**config.mk**
```make
export PLATFORM = sky130hd
export DESIGN_NAME = pvm_regs
export DESIGN_NICKNAME = d
export VERILOG_FILES = /design/src/rtl/pvm_pkg.sv /design/src/rtl/pvm_regs.sv
export VERILOG_INCLUDE_DIRS = /design/src /design/src/rtl
export SDC_FILE = /design/constraint.sdc
export NUM_CORES = 1
export LEC_CHECK = 0
export BUFFER_PORTS_ARGS = -buffer_cell sky130_fd_sc_hd__buf_2
export CELL_PAD_IN_SITES_DETAIL_PLACEMENT = 0
export CELL_PAD_IN_SITES_GLOBAL_PLACEMENT = 2
export CORE_MARGIN = 2
export CORE_UTILIZATION = 37
export DETAILED_ROUTE_END_ITERATION = 6
export PLACE_DENSITY = 0.86
export RECOVER_POWER = 25
export SKIP_CTS_REPAIR_TIMING = 1
export SYNTH_ARGS = -nofsm -noshare
export SYNTH_HDL_FRONTEND = slang
export SYNTH_SLANG_ARGS = --single-unit
```
**constraint.sdc**
```tcl
create_clock -name sys_clk -period 4.2 [get_ports sys_clk]
set_input_delay 0.21 -clock sys_clk [delete_from_list [all_inputs] [get_ports sys_clk]]
set_output_delay 0.21 -clock sys_clk [all_outputs]
set_load 0.02 [all_outputs]
```
**src/rtl/pvm_cfg.svh**
```systemverilog
// register offsets, field positions, reset values and timing counts
`ifndef PVM_CFG_SVH
`define PVM_CFG_SVH

// ----------------------------------------------------------------
// register indices
// ----------------------------------------------------------------
`define PVM_IDX_ENERGY 5'h11
`define PVM_IDX_MODES 5'h12
`define PVM_IDX_IND 5'h1b
`define PVM_IDX_ISRC 5'h1d
`define PVM_IDX_IMASK 5'h1e
`define PVM_IDX_LINK 5'h1f

// ----------------------------------------------------------------
// field positions and constants
// ----------------------------------------------------------------
`define PVM_EDPD_BIT 13
`define PVM_ENERGY_BIT 1
`define PVM_HOLD_BIT 10
`define PVM_POL_BIT 4
`define PVM_IND_CONST 4'hb
`define PVM_LINK_RSVD 7'h02
`define PVM_ADDR_RST 5'h01
`define PVM_ISRC_WIDTH 8

// ----------------------------------------------------------------
// timing
// ----------------------------------------------------------------
`define PVM_CLK_HZ 40000000
`define PVM_ENERGY_TMO_MS 256
`define PVM_ENERGY_TMO_CYC ((`PVM_CLK_HZ / 1000) * `PVM_ENERGY_TMO_MS)

`endif

```
**src/rtl/pvm_pkg.sv**
```systemverilog
// types for the vendor management register bank
package pvm_pkg;

    typedef enum logic [2:0] {
        PVM_M_10H, PVM_M_10F, PVM_M_100H, PVM_M_100F,
        PVM_M_AN100H, PVM_M_RPT, PVM_M_RSVD, PVM_M_ALL
    } pvm_mode_t;

    typedef struct packed {
        logic we;
        logic re;
        logic [4:0] idx;
        logic [15:0] wdata;
    } pvm_req_t;

    typedef struct packed {
        logic energy_seen;
        logic autoneg_done;
        logic remote_fault;
        logic link_up;
        logic partner_ack;
        logic parallel_fault;
        logic page_rx;
        logic polarity_reversed;
        logic [2:0] resolved_speed_duplex;
    } pvm_line_t;

    typedef struct packed {
        logic [3:0] ctrl0_bits;
        logic [3:0] adv_bits;
        logic autoneg_enable;
        logic crs_on_tx;
    } pvm_cfg_t;

endpackage

```
**src/rtl/pvm_regs.sv**
```systemverilog
// vendor management register bank of the 10/100 transceiver
`timescale 1ns/1ps
`default_nettype none
`include "pvm_cfg.svh"

module pvm_regs #(
    parameter int ENERGY_TMO_CYC = `PVM_ENERGY_TMO_CYC,
    parameter logic [2:0] MODE_STRAP = 3'h7,
    parameter logic [4:0] ADDR_STRAP = `PVM_ADDR_RST
) (
    input wire logic sys_clk,
    input wire logic rst_n,
    input wire logic soft_reset,
    input wire pvm_pkg::pvm_req_t mgmt_req,
    output logic [15:0] mgmt_rdata,
    input wire pvm_pkg::pvm_line_t line_in,
    input wire logic tx_active,
    input wire logic rx_active,
    output logic [4:0] mgmt_device_address,
    output pvm_pkg::pvm_cfg_t mode_cfg,
    output logic energy_detect_powerdown_enable,
    output logic rx_pll_reference_hold,
    output logic crs,
    output logic mgmt_irq
);
    import pvm_pkg::*;

    // ------------------------------------------------------------
    // input synchronisers
    // ------------------------------------------------------------
    // line status comes from the analog side, so it is retimed
    pvm_line_t line_s1_reg;
    pvm_line_t line_reg;
    logic [1:0] txrx_s1_reg;
    logic [1:0] txrx_reg;

    always_ff @(posedge sys_clk) begin
        if (!rst_n) begin
            line_s1_reg <= '0;
            line_reg <= '0;
            txrx_s1_reg <= 2'h0;
            txrx_reg <= 2'h0;
        end else begin
            line_s1_reg <= line_in;
            line_reg <= line_s1_reg;
            txrx_s1_reg <= {tx_active, rx_active};
            txrx_reg <= txrx_s1_reg;
        end
    end

    // ------------------------------------------------------------
    // write decode and interrupt-source read decode
    // ------------------------------------------------------------
    function automatic logic hit(input pvm_req_t r, input logic [4:0] i);
        hit = r.we && (r.idx == i);
    endfunction

    logic wr_energy;
    logic wr_modes;
    logic wr_ind;
    logic wr_mask;
    logic rd_isrc;

    assign wr_energy = hit(mgmt_req, `PVM_IDX_ENERGY);
    assign wr_modes = hit(mgmt_req, `PVM_IDX_MODES);
    assign wr_ind = hit(mgmt_req, `PVM_IDX_IND);
    assign wr_mask = hit(mgmt_req, `PVM_IDX_IMASK);
    assign rd_isrc = mgmt_req.re && (mgmt_req.idx == `PVM_IDX_ISRC);

    // ------------------------------------------------------------
    // control bits
    // ------------------------------------------------------------
    logic edpd_reg;
    logic pll_hold_reg;
    logic [7:0] mask_reg;

    always_ff @(posedge sys_clk) begin
        if (!rst_n || soft_reset) begin
            edpd_reg <= 1'b0;
            pll_hold_reg <= 1'b0;
            mask_reg <= 8'h00;
        end else begin
            if (wr_energy) begin
                edpd_reg <= mgmt_req.wdata[`PVM_EDPD_BIT];
            end
            if (wr_ind) begin
                pll_hold_reg <= mgmt_req.wdata[`PVM_HOLD_BIT];
            end
            if (wr_mask) begin
                mask_reg <= mgmt_req.wdata[7:0];
            end
        end
    end

    assign energy_detect_powerdown_enable = edpd_reg;
    assign rx_pll_reference_hold = pll_hold_reg;

    // ------------------------------------------------------------
    // mode and address, kept over soft reset
    // ------------------------------------------------------------
    logic [2:0] mode_reg;
    logic [4:0] addr_reg;
    logic [7:0] modes_hi_reg;

    always_ff @(posedge sys_clk) begin
        if (!rst_n) begin
            // hard reset returns to the straps, soft reset does not
            mode_reg <= MODE_STRAP;
            addr_reg <= ADDR_STRAP;
            modes_hi_reg <= 8'h00;
        end else if (wr_modes) begin
            modes_hi_reg <= mgmt_req.wdata[15:8];
            mode_reg <= mgmt_req.wdata[7:5];
            addr_reg <= mgmt_req.wdata[4:0];
        end
    end

    // straps caught on the first clock after hard reset release
    logic strap_done_reg;
    logic use_strap;
    always_ff @(posedge sys_clk) begin
        if (!rst_n) begin
            strap_done_reg <= 1'b0;
        end else begin
            strap_done_reg <= 1'b1;
        end
    end
    assign use_strap = !strap_done_reg && !wr_modes;

    logic [2:0] mode_eff;
    logic [4:0] addr_eff;
    assign mode_eff = strap_done_reg ? mode_reg : MODE_STRAP;
    assign addr_eff = strap_done_reg ? addr_reg : ADDR_STRAP;
    assign mgmt_device_address = addr_eff;

    logic [2:0] mode_q_reg;
    logic [4:0] addr_q_reg;
    always_ff @(posedge sys_clk) begin
        if (!rst_n) begin
            mode_q_reg <= 3'h0;
            addr_q_reg <= 5'h00;
        end else if (use_strap) begin
            mode_q_reg <= MODE_STRAP;
            addr_q_reg <= ADDR_STRAP;
        end else begin
            mode_q_reg <= mode_eff;
            addr_q_reg <= addr_eff;
        end
    end

    // ------------------------------------------------------------
    // mode decode
    // ------------------------------------------------------------
    function automatic pvm_cfg_t decode_mode(input logic [2:0] m);
        pvm_cfg_t c;
        c = '0;
        case (pvm_mode_t'(m))
            PVM_M_10H: c.ctrl0_bits = 4'h0;
            PVM_M_10F: c.ctrl0_bits = 4'h1;
            PVM_M_100H: begin
                c.ctrl0_bits = 4'h8;
                c.crs_on_tx = 1'b1;
            end
            PVM_M_100F: c.ctrl0_bits = 4'h9;
            PVM_M_AN100H: begin
                c.ctrl0_bits = 4'hc;
                c.adv_bits = 4'h4;
                c.autoneg_enable = 1'b1;
                c.crs_on_tx = 1'b1;
            end
            PVM_M_RPT: begin
                c.ctrl0_bits = 4'hc;
                c.adv_bits = 4'h4;
                c.autoneg_enable = 1'b1;
            end
            PVM_M_ALL: begin
                c.ctrl0_bits = 4'h4;
                c.adv_bits = 4'hf;
                c.autoneg_enable = 1'b1;
                c.crs_on_tx = 1'b1;
            end
            default: c = '0; // reserved code
        endcase
        decode_mode = c;
    endfunction

    pvm_cfg_t cfg_reg;
    pvm_cfg_t cfg_next;
    logic crs_reg;
    assign cfg_next = decode_mode(mode_eff);
    always_ff @(posedge sys_clk) begin
        if (!rst_n) begin
            cfg_reg <= '0;
            crs_reg <= 1'b0;
        end else begin
            cfg_reg <= cfg_next;
            // carrier sense: receive always, transmit per mode
            crs_reg <= txrx_reg[0] ||
                (txrx_reg[1] && cfg_next.crs_on_tx);
        end
    end
    assign mode_cfg = cfg_reg;
    assign crs = crs_reg;

    // ------------------------------------------------------------
    // energy detect
    // ------------------------------------------------------------
    logic energy_reg;
    logic [31:0] quiet_cnt_reg;
    logic energy_prev_reg;

    always_ff @(posedge sys_clk) begin
        if (!rst_n) begin
            energy_reg <= 1'b1;
            quiet_cnt_reg <= 32'h0;
        end else if (line_reg.energy_seen) begin
            energy_reg <= 1'b1;
            quiet_cnt_reg <= 32'h0;
        end else if (quiet_cnt_reg >= 32'(ENERGY_TMO_CYC - 1)) begin
            energy_reg <= 1'b0;
        end else begin
            quiet_cnt_reg <= quiet_cnt_reg + 32'h1;
        end
    end

    always_ff @(posedge sys_clk) begin
        if (!rst_n) begin
            energy_prev_reg <= 1'b1;
        end else begin
            energy_prev_reg <= energy_reg;
        end
    end

    // ------------------------------------------------------------
    // latched source flags
    // ------------------------------------------------------------
    logic [7:0] ev;
    logic prev_an_reg;
    logic prev_link_reg;
    logic prev_rf_reg;
    logic prev_ack_reg;
    logic prev_pdf_reg;
    logic prev_page_reg;
    logic [7:0] isrc_reg;

    always_ff @(posedge sys_clk) begin
        if (!rst_n) begin
            prev_an_reg <= 1'b0;
            prev_link_reg <= 1'b0;
            prev_rf_reg <= 1'b0;
            prev_ack_reg <= 1'b0;
            prev_pdf_reg <= 1'b0;
            prev_page_reg <= 1'b0;
        end else begin
            prev_an_reg <= line_reg.autoneg_done;
            prev_link_reg <= line_reg.link_up;
            prev_rf_reg <= line_reg.remote_fault;
            prev_ack_reg <= line_reg.partner_ack;
            prev_pdf_reg <= line_reg.parallel_fault;
            prev_page_reg <= line_reg.page_rx;
        end
    end

    always_comb begin
        ev = 8'h00;
        ev[7] = energy_reg && !energy_prev_reg;
        ev[6] = line_reg.autoneg_done && !prev_an_reg;
        ev[5] = line_reg.remote_fault && !prev_rf_reg;
        ev[4] = !line_reg.link_up && prev_link_reg;
        ev[3] = line_reg.partner_ack && !prev_ack_reg;
        ev[2] = line_reg.parallel_fault && !prev_pdf_reg;
        ev[1] = line_reg.page_rx && !prev_page_reg;
    end

    // new events win over the clear caused by a read
    always_ff @(posedge sys_clk) begin
        if (!rst_n || soft_reset) begin
            isrc_reg <= 8'h00;
        end else if (rd_isrc) begin
            isrc_reg <= ev;
        end else begin
            isrc_reg <= isrc_reg | ev;
        end
    end

    assign mgmt_irq = |(isrc_reg & mask_reg);

    // ------------------------------------------------------------
    // read mux
    // ------------------------------------------------------------
    logic [15:0] rd_next;
    always_comb begin
        rd_next = 16'h0000;
        case (mgmt_req.idx)
            `PVM_IDX_ENERGY: begin
                rd_next[`PVM_EDPD_BIT] = edpd_reg;
                rd_next[`PVM_ENERGY_BIT] = energy_reg;
            end
            `PVM_IDX_MODES:
                rd_next = {modes_hi_reg, mode_q_reg, addr_q_reg};
            `PVM_IDX_IND: begin
                rd_next[`PVM_HOLD_BIT] = pll_hold_reg;
                rd_next[`PVM_POL_BIT] = line_reg.polarity_reversed;
                rd_next[3:0] = `PVM_IND_CONST;
            end
            `PVM_IDX_ISRC: rd_next[7:0] = isrc_reg;
            `PVM_IDX_IMASK: rd_next[7:0] = mask_reg;
            `PVM_IDX_LINK: begin
                // done only when negotiation is enabled
                rd_next[12] = cfg_reg.autoneg_enable && line_reg.autoneg_done;
                rd_next[11:5] = `PVM_LINK_RSVD;
                rd_next[4:2] = line_reg.resolved_speed_duplex;
            end
            default: rd_next = 16'h0000;
        endcase
    end

    always_ff @(posedge sys_clk) begin
        if (!rst_n) begin
            mgmt_rdata <= 16'h0000;
        end else if (mgmt_req.re) begin
            mgmt_rdata <= rd_next;
        end
    end

endmodule
`default_nettype wire

```
# After elaboration in Yosys (flattened, before gate mapping)
# Cells that the tools add are included.
# totals
word_cells	115
output_inout_bits	35
romBits	0
mem_bits_rw	0
latchBits	0
memories	0
regBits	136
# classes
shifts	0
eq_ne	12
div	0
n_reduce_logical	33
muxes	18
add_sub_neg	1
bitwise_logic	3
n_lt_le_gt_ge	1
mul	0
# ops
op	count
$add A32 B1 Y32 const B	1
$ge A32 B24 Y1 const B	1
$eq A5 B5 Y1 const B	6
$pmux W4 S5	1
$logic_and A1 B1 Y1	15
$pmux W3 S5	1
$pmux W3 S4	1
$logic_not A1 Y1	10
$pmux W5 S2	1
$eq A3 B3 Y1 const B	3
$and A8 B8 Y8	1
$mux W8	1
$or A8 B8 Y8	1
$reduce_or A2 Y1	4
$reduce_or A8 Y1	1
$eq A3 B2 Y1 const B	2
$mux W3	2
$mux W5	1
$pmux W1 S5	1
$mux W2	2
$pmux W1 S2	2
$pmux W1 S4	1
$pmux W2 S2	1
$eq A3 B1 Y1 const B	1
other kinds (4)	7

# Logic depth before layout (Yosys ltp)
# Gate-level depths: netlist of the first run.
# depth
depth_word	6
ltp_mapped	8
ltp_nobuf	6

# Worst setup path after synthesis of the first run
# Ideal clock, no wire load.
# synth_path
path_type	reg-to-reg
start	register quiet_cnt_reg[0]
end	register quiet_cnt_reg[12]
n_path_buf	1
setup_time_ps	59
synth_period_minus_slack_ps	1876
slack_ps	2324
t_arrival_ps	1817
path_stages_with_launch	8
path_cell_list	dfxtp_1 -> ha_1 -> and4_1 -> a41oi_4 -> o21ai_2 -> buf_6 -> or4_1 -> nand2_1
# synth_via
elab_chain_cells	1
# synth_rtl
item	line	text
from (decl)	pvm_regs.sv:209	logic [31:0] quiet_cnt_reg;
from (signal assigned)	pvm_regs.sv:222	quiet_cnt_reg <= quiet_cnt_reg + 32'h1;
$add A32 B1 Y32 / $ge A32 B24 Y1 (equally long branches)	pvm_regs.sv:222, pvm_regs.sv:219	
# Parallel ways exist; a longest one is shown, timed or not.
# A chain may end at the register's enable or synchronous reset.

# Worst setup path after layout of the first run
# layout_path
start	input port rst_n
end	register quiet_cnt_reg[12]
# layout_via
elab_chain_cells	2
# layout_rtl
item	line	text
from (decl)	pvm_regs.sv:12	input wire logic rst_n,
$not A1 Y1 (no source line)	--	
$reduce_or A2 Y1 (no source line)	--	
# No other way between the ends.

==> results.ini, run 1 <==
[status]
status=finished with violations
violations=max-capacitance violations, max-slew violations

[global_routing]
met1_usage_pct=24.0
grt_start_max_net_pins=51
use_met2_pct=23.5
top_usage_layer=met1
grt.total_usage_pct=16.6
grt_util_met3_pct=3.92
grt_overflow=0
grt_pass1_vias=3838
grt_first_pass_wirelength_um=19100
antenna_found_initial=1

[layout]
fin_nets=639
drive_gt1_share_pct=15.9
nFillCells=1323
regArea_um2=2620
design_area_um2=6010
final_common_cell=dfxtp_1
layout_common_cells=dfxtp_1 (131), nand2_1 (64), buf_2 (57)
largest_reg_flops=32
syn_to_final_growth_pct=19.2
multiInputGateArea_um2=2230

[clock_tree]
clk_pin_slew_ps=50
cts_buffers=17
cts_tree=done
clk_latency_ps=410
clockBufferDepth=2
htreeDepth=4
cts.sinks=131
root_buffer=clkbuf_16

[detailed_routing]
dr.pass1.iters=4
vias_per_cell=5.10
wirelength_um=11300
vias=4019
ant_nets=0
wl_per_cell_um=14.3
drc_errors=0
drt_iter0_drc=224

[critical_path]
critPathBufInv=1
path_cells=clkbuf_1 > nand2b_1 > or4_1 > nand2_1
cp_slowest_stage_delay_ps=1270
r2r_cells=6
worst_path_max_delay_cell=clkbuf_1
critPathCaptureType=flip-flop
r2r_setup_slack_ps=1970
path_class=in -> reg
cp_max_fo=50
cp.depth=4
worst_ep_required_time_ps=4550
cp.arrival_ps=3120
start_kind=input pin
crit_family=simple AND/OR/NAND/NOR gates

[power]
p_clk_share_pct=49.4
pwr-share-seq_pct=46.5
p_switching_uw=599
sw_frac_of_total_pct=21.7
p_comb_share_pct=4.1
vdd_drop_max_uv=285
p_int_uw=2170
p_per_area_nw_per_um2=460
p_leak_uw=0.00236

[min_path]
hold_class=in -> reg
min_path_cells=2

[synthesis]
ys_types=51
ys_ff_latch=131
syn_avg_cell_area_um2=9.34
synth_top_family_by_area=simple AND/OR/NAND/NOR gates
syn_area_um2=5040
ys_seq_area_share_pct=52.0
synth_largest_area_cell=dfxtp_1
netlist_instances=540
syn_nets=580
synth-xor-area-share_pct=1.91
synthMuxAreaShare_pct=0.621
synth_edf_count=0
synthAdderAreaFrac_pct=0.248
yosys.area_share.simple_pct=25.8
netlist.area_leader.share_pct=52.0
synth-async-reset-ratio_pct=0
synth.area.top_cells=dfxtp_1 (52%), and2_1 (6.2%), nand2_1 (4.8%), a21boi_0 (3.0%), nand3_1 (2.8%)
ys.flop_type=dfxtp_1
synth_compound_area_share_pct=15.5
yosys_warnings=0

[sta]
period_share_pct=65.9
fin_crit_ps=2770
worst_pin_slew_ps=1800
setup_viol=0
drv_slew=51
maxSlewHeadroom_pct=-19.9
clock_skew_ps=6.38
setup_tns_ps=0
fmax_mhz=361
rsz0062_at_grt=no
hold_viol=0

[floorplanning]
rows=42
pin_count=74
start_util_pct=37.9
die_h_um=121
die_x_um=121
core_um2=13300
die_area_um2=14600

[flow_run]
drv_cap=1

[placement]
gp_congestion=0.781
dpl_cell_area_um2=5470
port_buffers=72
post-dp-hpwl_um=7810

cell usage after synthesis (6+ instances only):
library cell  number
dfxtp_1          131
nand2_1           64
and2_1            50
nor2_1            29
nand3_1           28
a21oi_1           24
clkbuf_1          23
a21boi_0          20
o21ai_0           15
a22oi_1           12
nand2b_1          12
nand4_1           11
nor2b_1           11
o211ai_1          11
xor2_1            11
and3_1             8
inv_1              7
o21a_1             6
layer usage:
metal,routed length (um),up-vias
met4,187,0
met2,4780,104
met1,5760,1893
li1,-,2008
met5,0,-
met3,565,14
final timing paths:
path                            end        startpoint
setup / recovery  quiet_cnt_reg[12]             rst_n
hold / removal       txrx_s1_reg[0]         rx_active
setup reg to reg  quiet_cnt_reg[20]  quiet_cnt_reg[0]
hold reg to reg         line_reg[5]    line_s1_reg[5]
cells by family (layout without fill, tap and decap cells):
kind of cell,Yosys count,in the layout
AND/OR/NAND/NOR,241,241
flip-flops,131,131
AO/OA/AOI/OAI,111,111
buffers and inverters,41,112
XOR/XNOR,11,11
multiplexers,3,3
adder cells (fa/ha/maj),1,1
other,1,2
per-stage QoR:
step / util [%] / setup WS, ps / cells / power [uW] / hold WS [ps]
floorplan: - / 2320 / 540 / 1380 / 238
global placement: 41.1 / 1970 / 756 / 1430 / 416
detailed placement: 41.1 / 1880 / 756 / 1430 / 417
CTS: 45.3 / 2010 / 787 / 2800 / -14.7
global route: 45.2 / 1000 / 788 / 2870 / 1.85
finish: 45.2 / 1430 / 788 / 2770 / 3.04
worst register-to-register path, delay by kind of cell, from the launching register on:
| family | cells | cell delay (ps) |
|---|---|---|
| and+or+nand+nor | 1 | 330 |
| adders and majority gates | 1 | 230 |
| AOI/OAI and AO/OA | 4 | 1190 |
| DFF | 1 | 380 |
area by class of cell:
type	instances	share of cell area [%]
diodes	1	0.0416
clock buffers	22	7.89
clock inverters	9	1.35
inverters	7	0.437
multi-input cells	368	37.0
flip-flops and latches	131	43.6
well taps	176	3.66
repair buffers	74	5.93
power groups by stage:
stage | Clock [uW] | Combinational, uW | Sequential [uW]
2_1_floorplan | 0 | 67.6 | 1320
4_1_cts | 1390 | 118 | 1290
3_3_place_gp | 0 | 116 | 1310
5_1_grt | 1450 | 129 | 1290
6_report | 1370 | 115 | 1290
3_5_place_dp | 0 | 117 | 1310
Note: power is estimated with default switching activity, not from simulation.
==> run 2, diff against run 1 <==
CORE_UTILIZATION = 31   (was 37)
PLACE_DENSITY = 0.77   (was 0.86)
clock period = 2.4 ns   (was 4.2 ns; I/O delays follow)
==> run 2 against run 1 <==
  * The flow finishes with violations (negative hold slack)
  * Die area grew 19%
  * Sequential share of layout area shrank 3.2 points
  * Non-clock buffer count grew 39
  * Critical path type is now reg -> reg
==> results.ini, run 2 (synthesis results as in run 1) <==
[min_path]
hold_class=in -> reg
min_from=mgmt_req[4]

[detailed_routing]
vias=4067
drc_errors=0
wirelength_um=11900
vias_per_cell=4.69
wl_per_cell_um=13.8
dr.pass1.iters=4
ant_nets=0
drt_iter0_drc=219

[placement]
port_buffers=72
gp_congestion=0.827
post-dp-hpwl_um=8120
dp.cells=806

[status]
violations=negative hold slack
status=finished with violations

[sta]
fmax_mhz=487
setup_tns_ps=0
setup_viol=0
clock_skew_ps=5.22
worst_pin_slew_ps=765
hold_viol=1
hold-worst-slack_ps=-3.82
rsz0062_at_grt=no
fin_crit_ps=2050
period_share_pct=85.6
drv_slew=0
maxSlewHeadroom_pct=49.0

[layout]
drive_gt1_share_pct=14.9
regArea_um2=2620
final_common_cell=dfxtp_1
largest_reg_flops=32
fin_nets=678
layout_common_cells=dfxtp_1 (131), nand2_1 (64), and2_1 (50)
diodes=0
syn_to_final_growth_pct=28.6
nFillCells=1644
multiInputGateArea_um2=2230
final_cell_count_no_fill=867

[floorplanning]
core_um2=15900
rows=46
pin_count=74
die_h_um=132
die_x_um=132
die_area_um2=17300
start_util_pct=31.7

[power]
vdd_drop_max_uv=485
power_uw=5140
p_leak_uw=0.00251
p_per_area_nw_per_um2=793

[global_routing]
grt_start_max_net_pins=38
grt_overflow=0
antenna_found_initial=0
grt.total_usage_pct=14.0
grt_pass1_vias=3677
grt_first_pass_wirelength_um=19200

[clock_tree]
clk_latency_ps=410
clk_pin_slew_ps=60
htreeDepth=4
cts_tree=done
root_buffer=clkbuf_16
cts.sinks=131
clockBufferDepth=2
cts_buffers=17

[critical_path]
cp_max_fo=20
setup.worst_path.start=quiet_cnt_reg[0]
reg2reg_from=quiet_cnt_reg[0]
path_class=reg -> reg
cp.arrival_ps=2410
crit_family=simple AND/OR/NAND/NOR gates
critPathCaptureType=flip-flop
worst_ep_required_time_ps=2750
cp_slowest_stage_delay_ps=500
worst_path_max_delay_cell=or4_1
start_kind=flip-flop
path_cells=ha_1 > and4_1 > a41oi_4 > o21ai_4 > or4_1 > nand2_1
critPathBufInv=0

[flow_run]
drv_cap=0

==> run 2: cell count changes in the layout (fill, tap and decap cells not counted), sizes merged <==
cell,change
dlygate4sd3,+29
clkbuf,+11
buf,-3
bufinv,+2
clkinv,-2
clkinvlp,+2
diode,-1
inv,+1
==> run 2: worst paths after layout <==
kind,endpoint,slack [ps],cells past startpoint
max reg2reg,quiet_cnt_reg[12],350,6
min,addr_reg[4],-4,3
max,quiet_cnt_reg[12],350,6
min reg2reg,line_reg[0],430,1
==> run 2: per-stage QoR <==
| step | cell area [um2] | setup slack (ps) | util (%) | hold slack, ps |
|---|---|---|---|---|
| finish | 6480 | 346 | 40.8 | -3.82 |
| global route | 6480 | 197 | 40.8 | 8.11 |
| CTS | 6220 | 215 | 39.2 | -108 |
| detailed placement | 5610 | 222 | 35.3 | 329 |
| global placement | 5610 | 319 | 35.3 | 324 |
| floorplan | 5040 | 524 | - | 148 |
==> run 2: worst min-delay path, cell delays in order <==
cell      delay [ps]
buf_2            120
nand2_1           60
a21boi_0          60
==> run 2: metal layers <==
metal	routed length (um)	part of all wire [%]	up-vias	global-route usage, %
met4	148	1.2	0	5.98
li1	-	-	2077	-
met1	6220	52	1901	20.0
met2	5040	42	80	19.6
met3	529	4.4	9	3.70
met5	0	0	-	0
==> run 2: power breakdown <==
group	switching (uW)	leakage [uW]	internal (uW)
clock	958	0.000285	1690
sequential	23.3	0.00107	2220
combinational	137	0.00116	110
==> run 2: final cells by class <==
| class | count | share of cell area, % |
|---|---|---|
| clock buffer | 20 | 7.05 |
| clock inverter | 12 | 2.39 |
| inverter | 7 | 0.405 |
| multi-input combinational | 368 | 34.5 |
| sequential | 131 | 40.5 |
| tap | 216 | 4.17 |
| timing repair buffer | 113 | 11.1 |
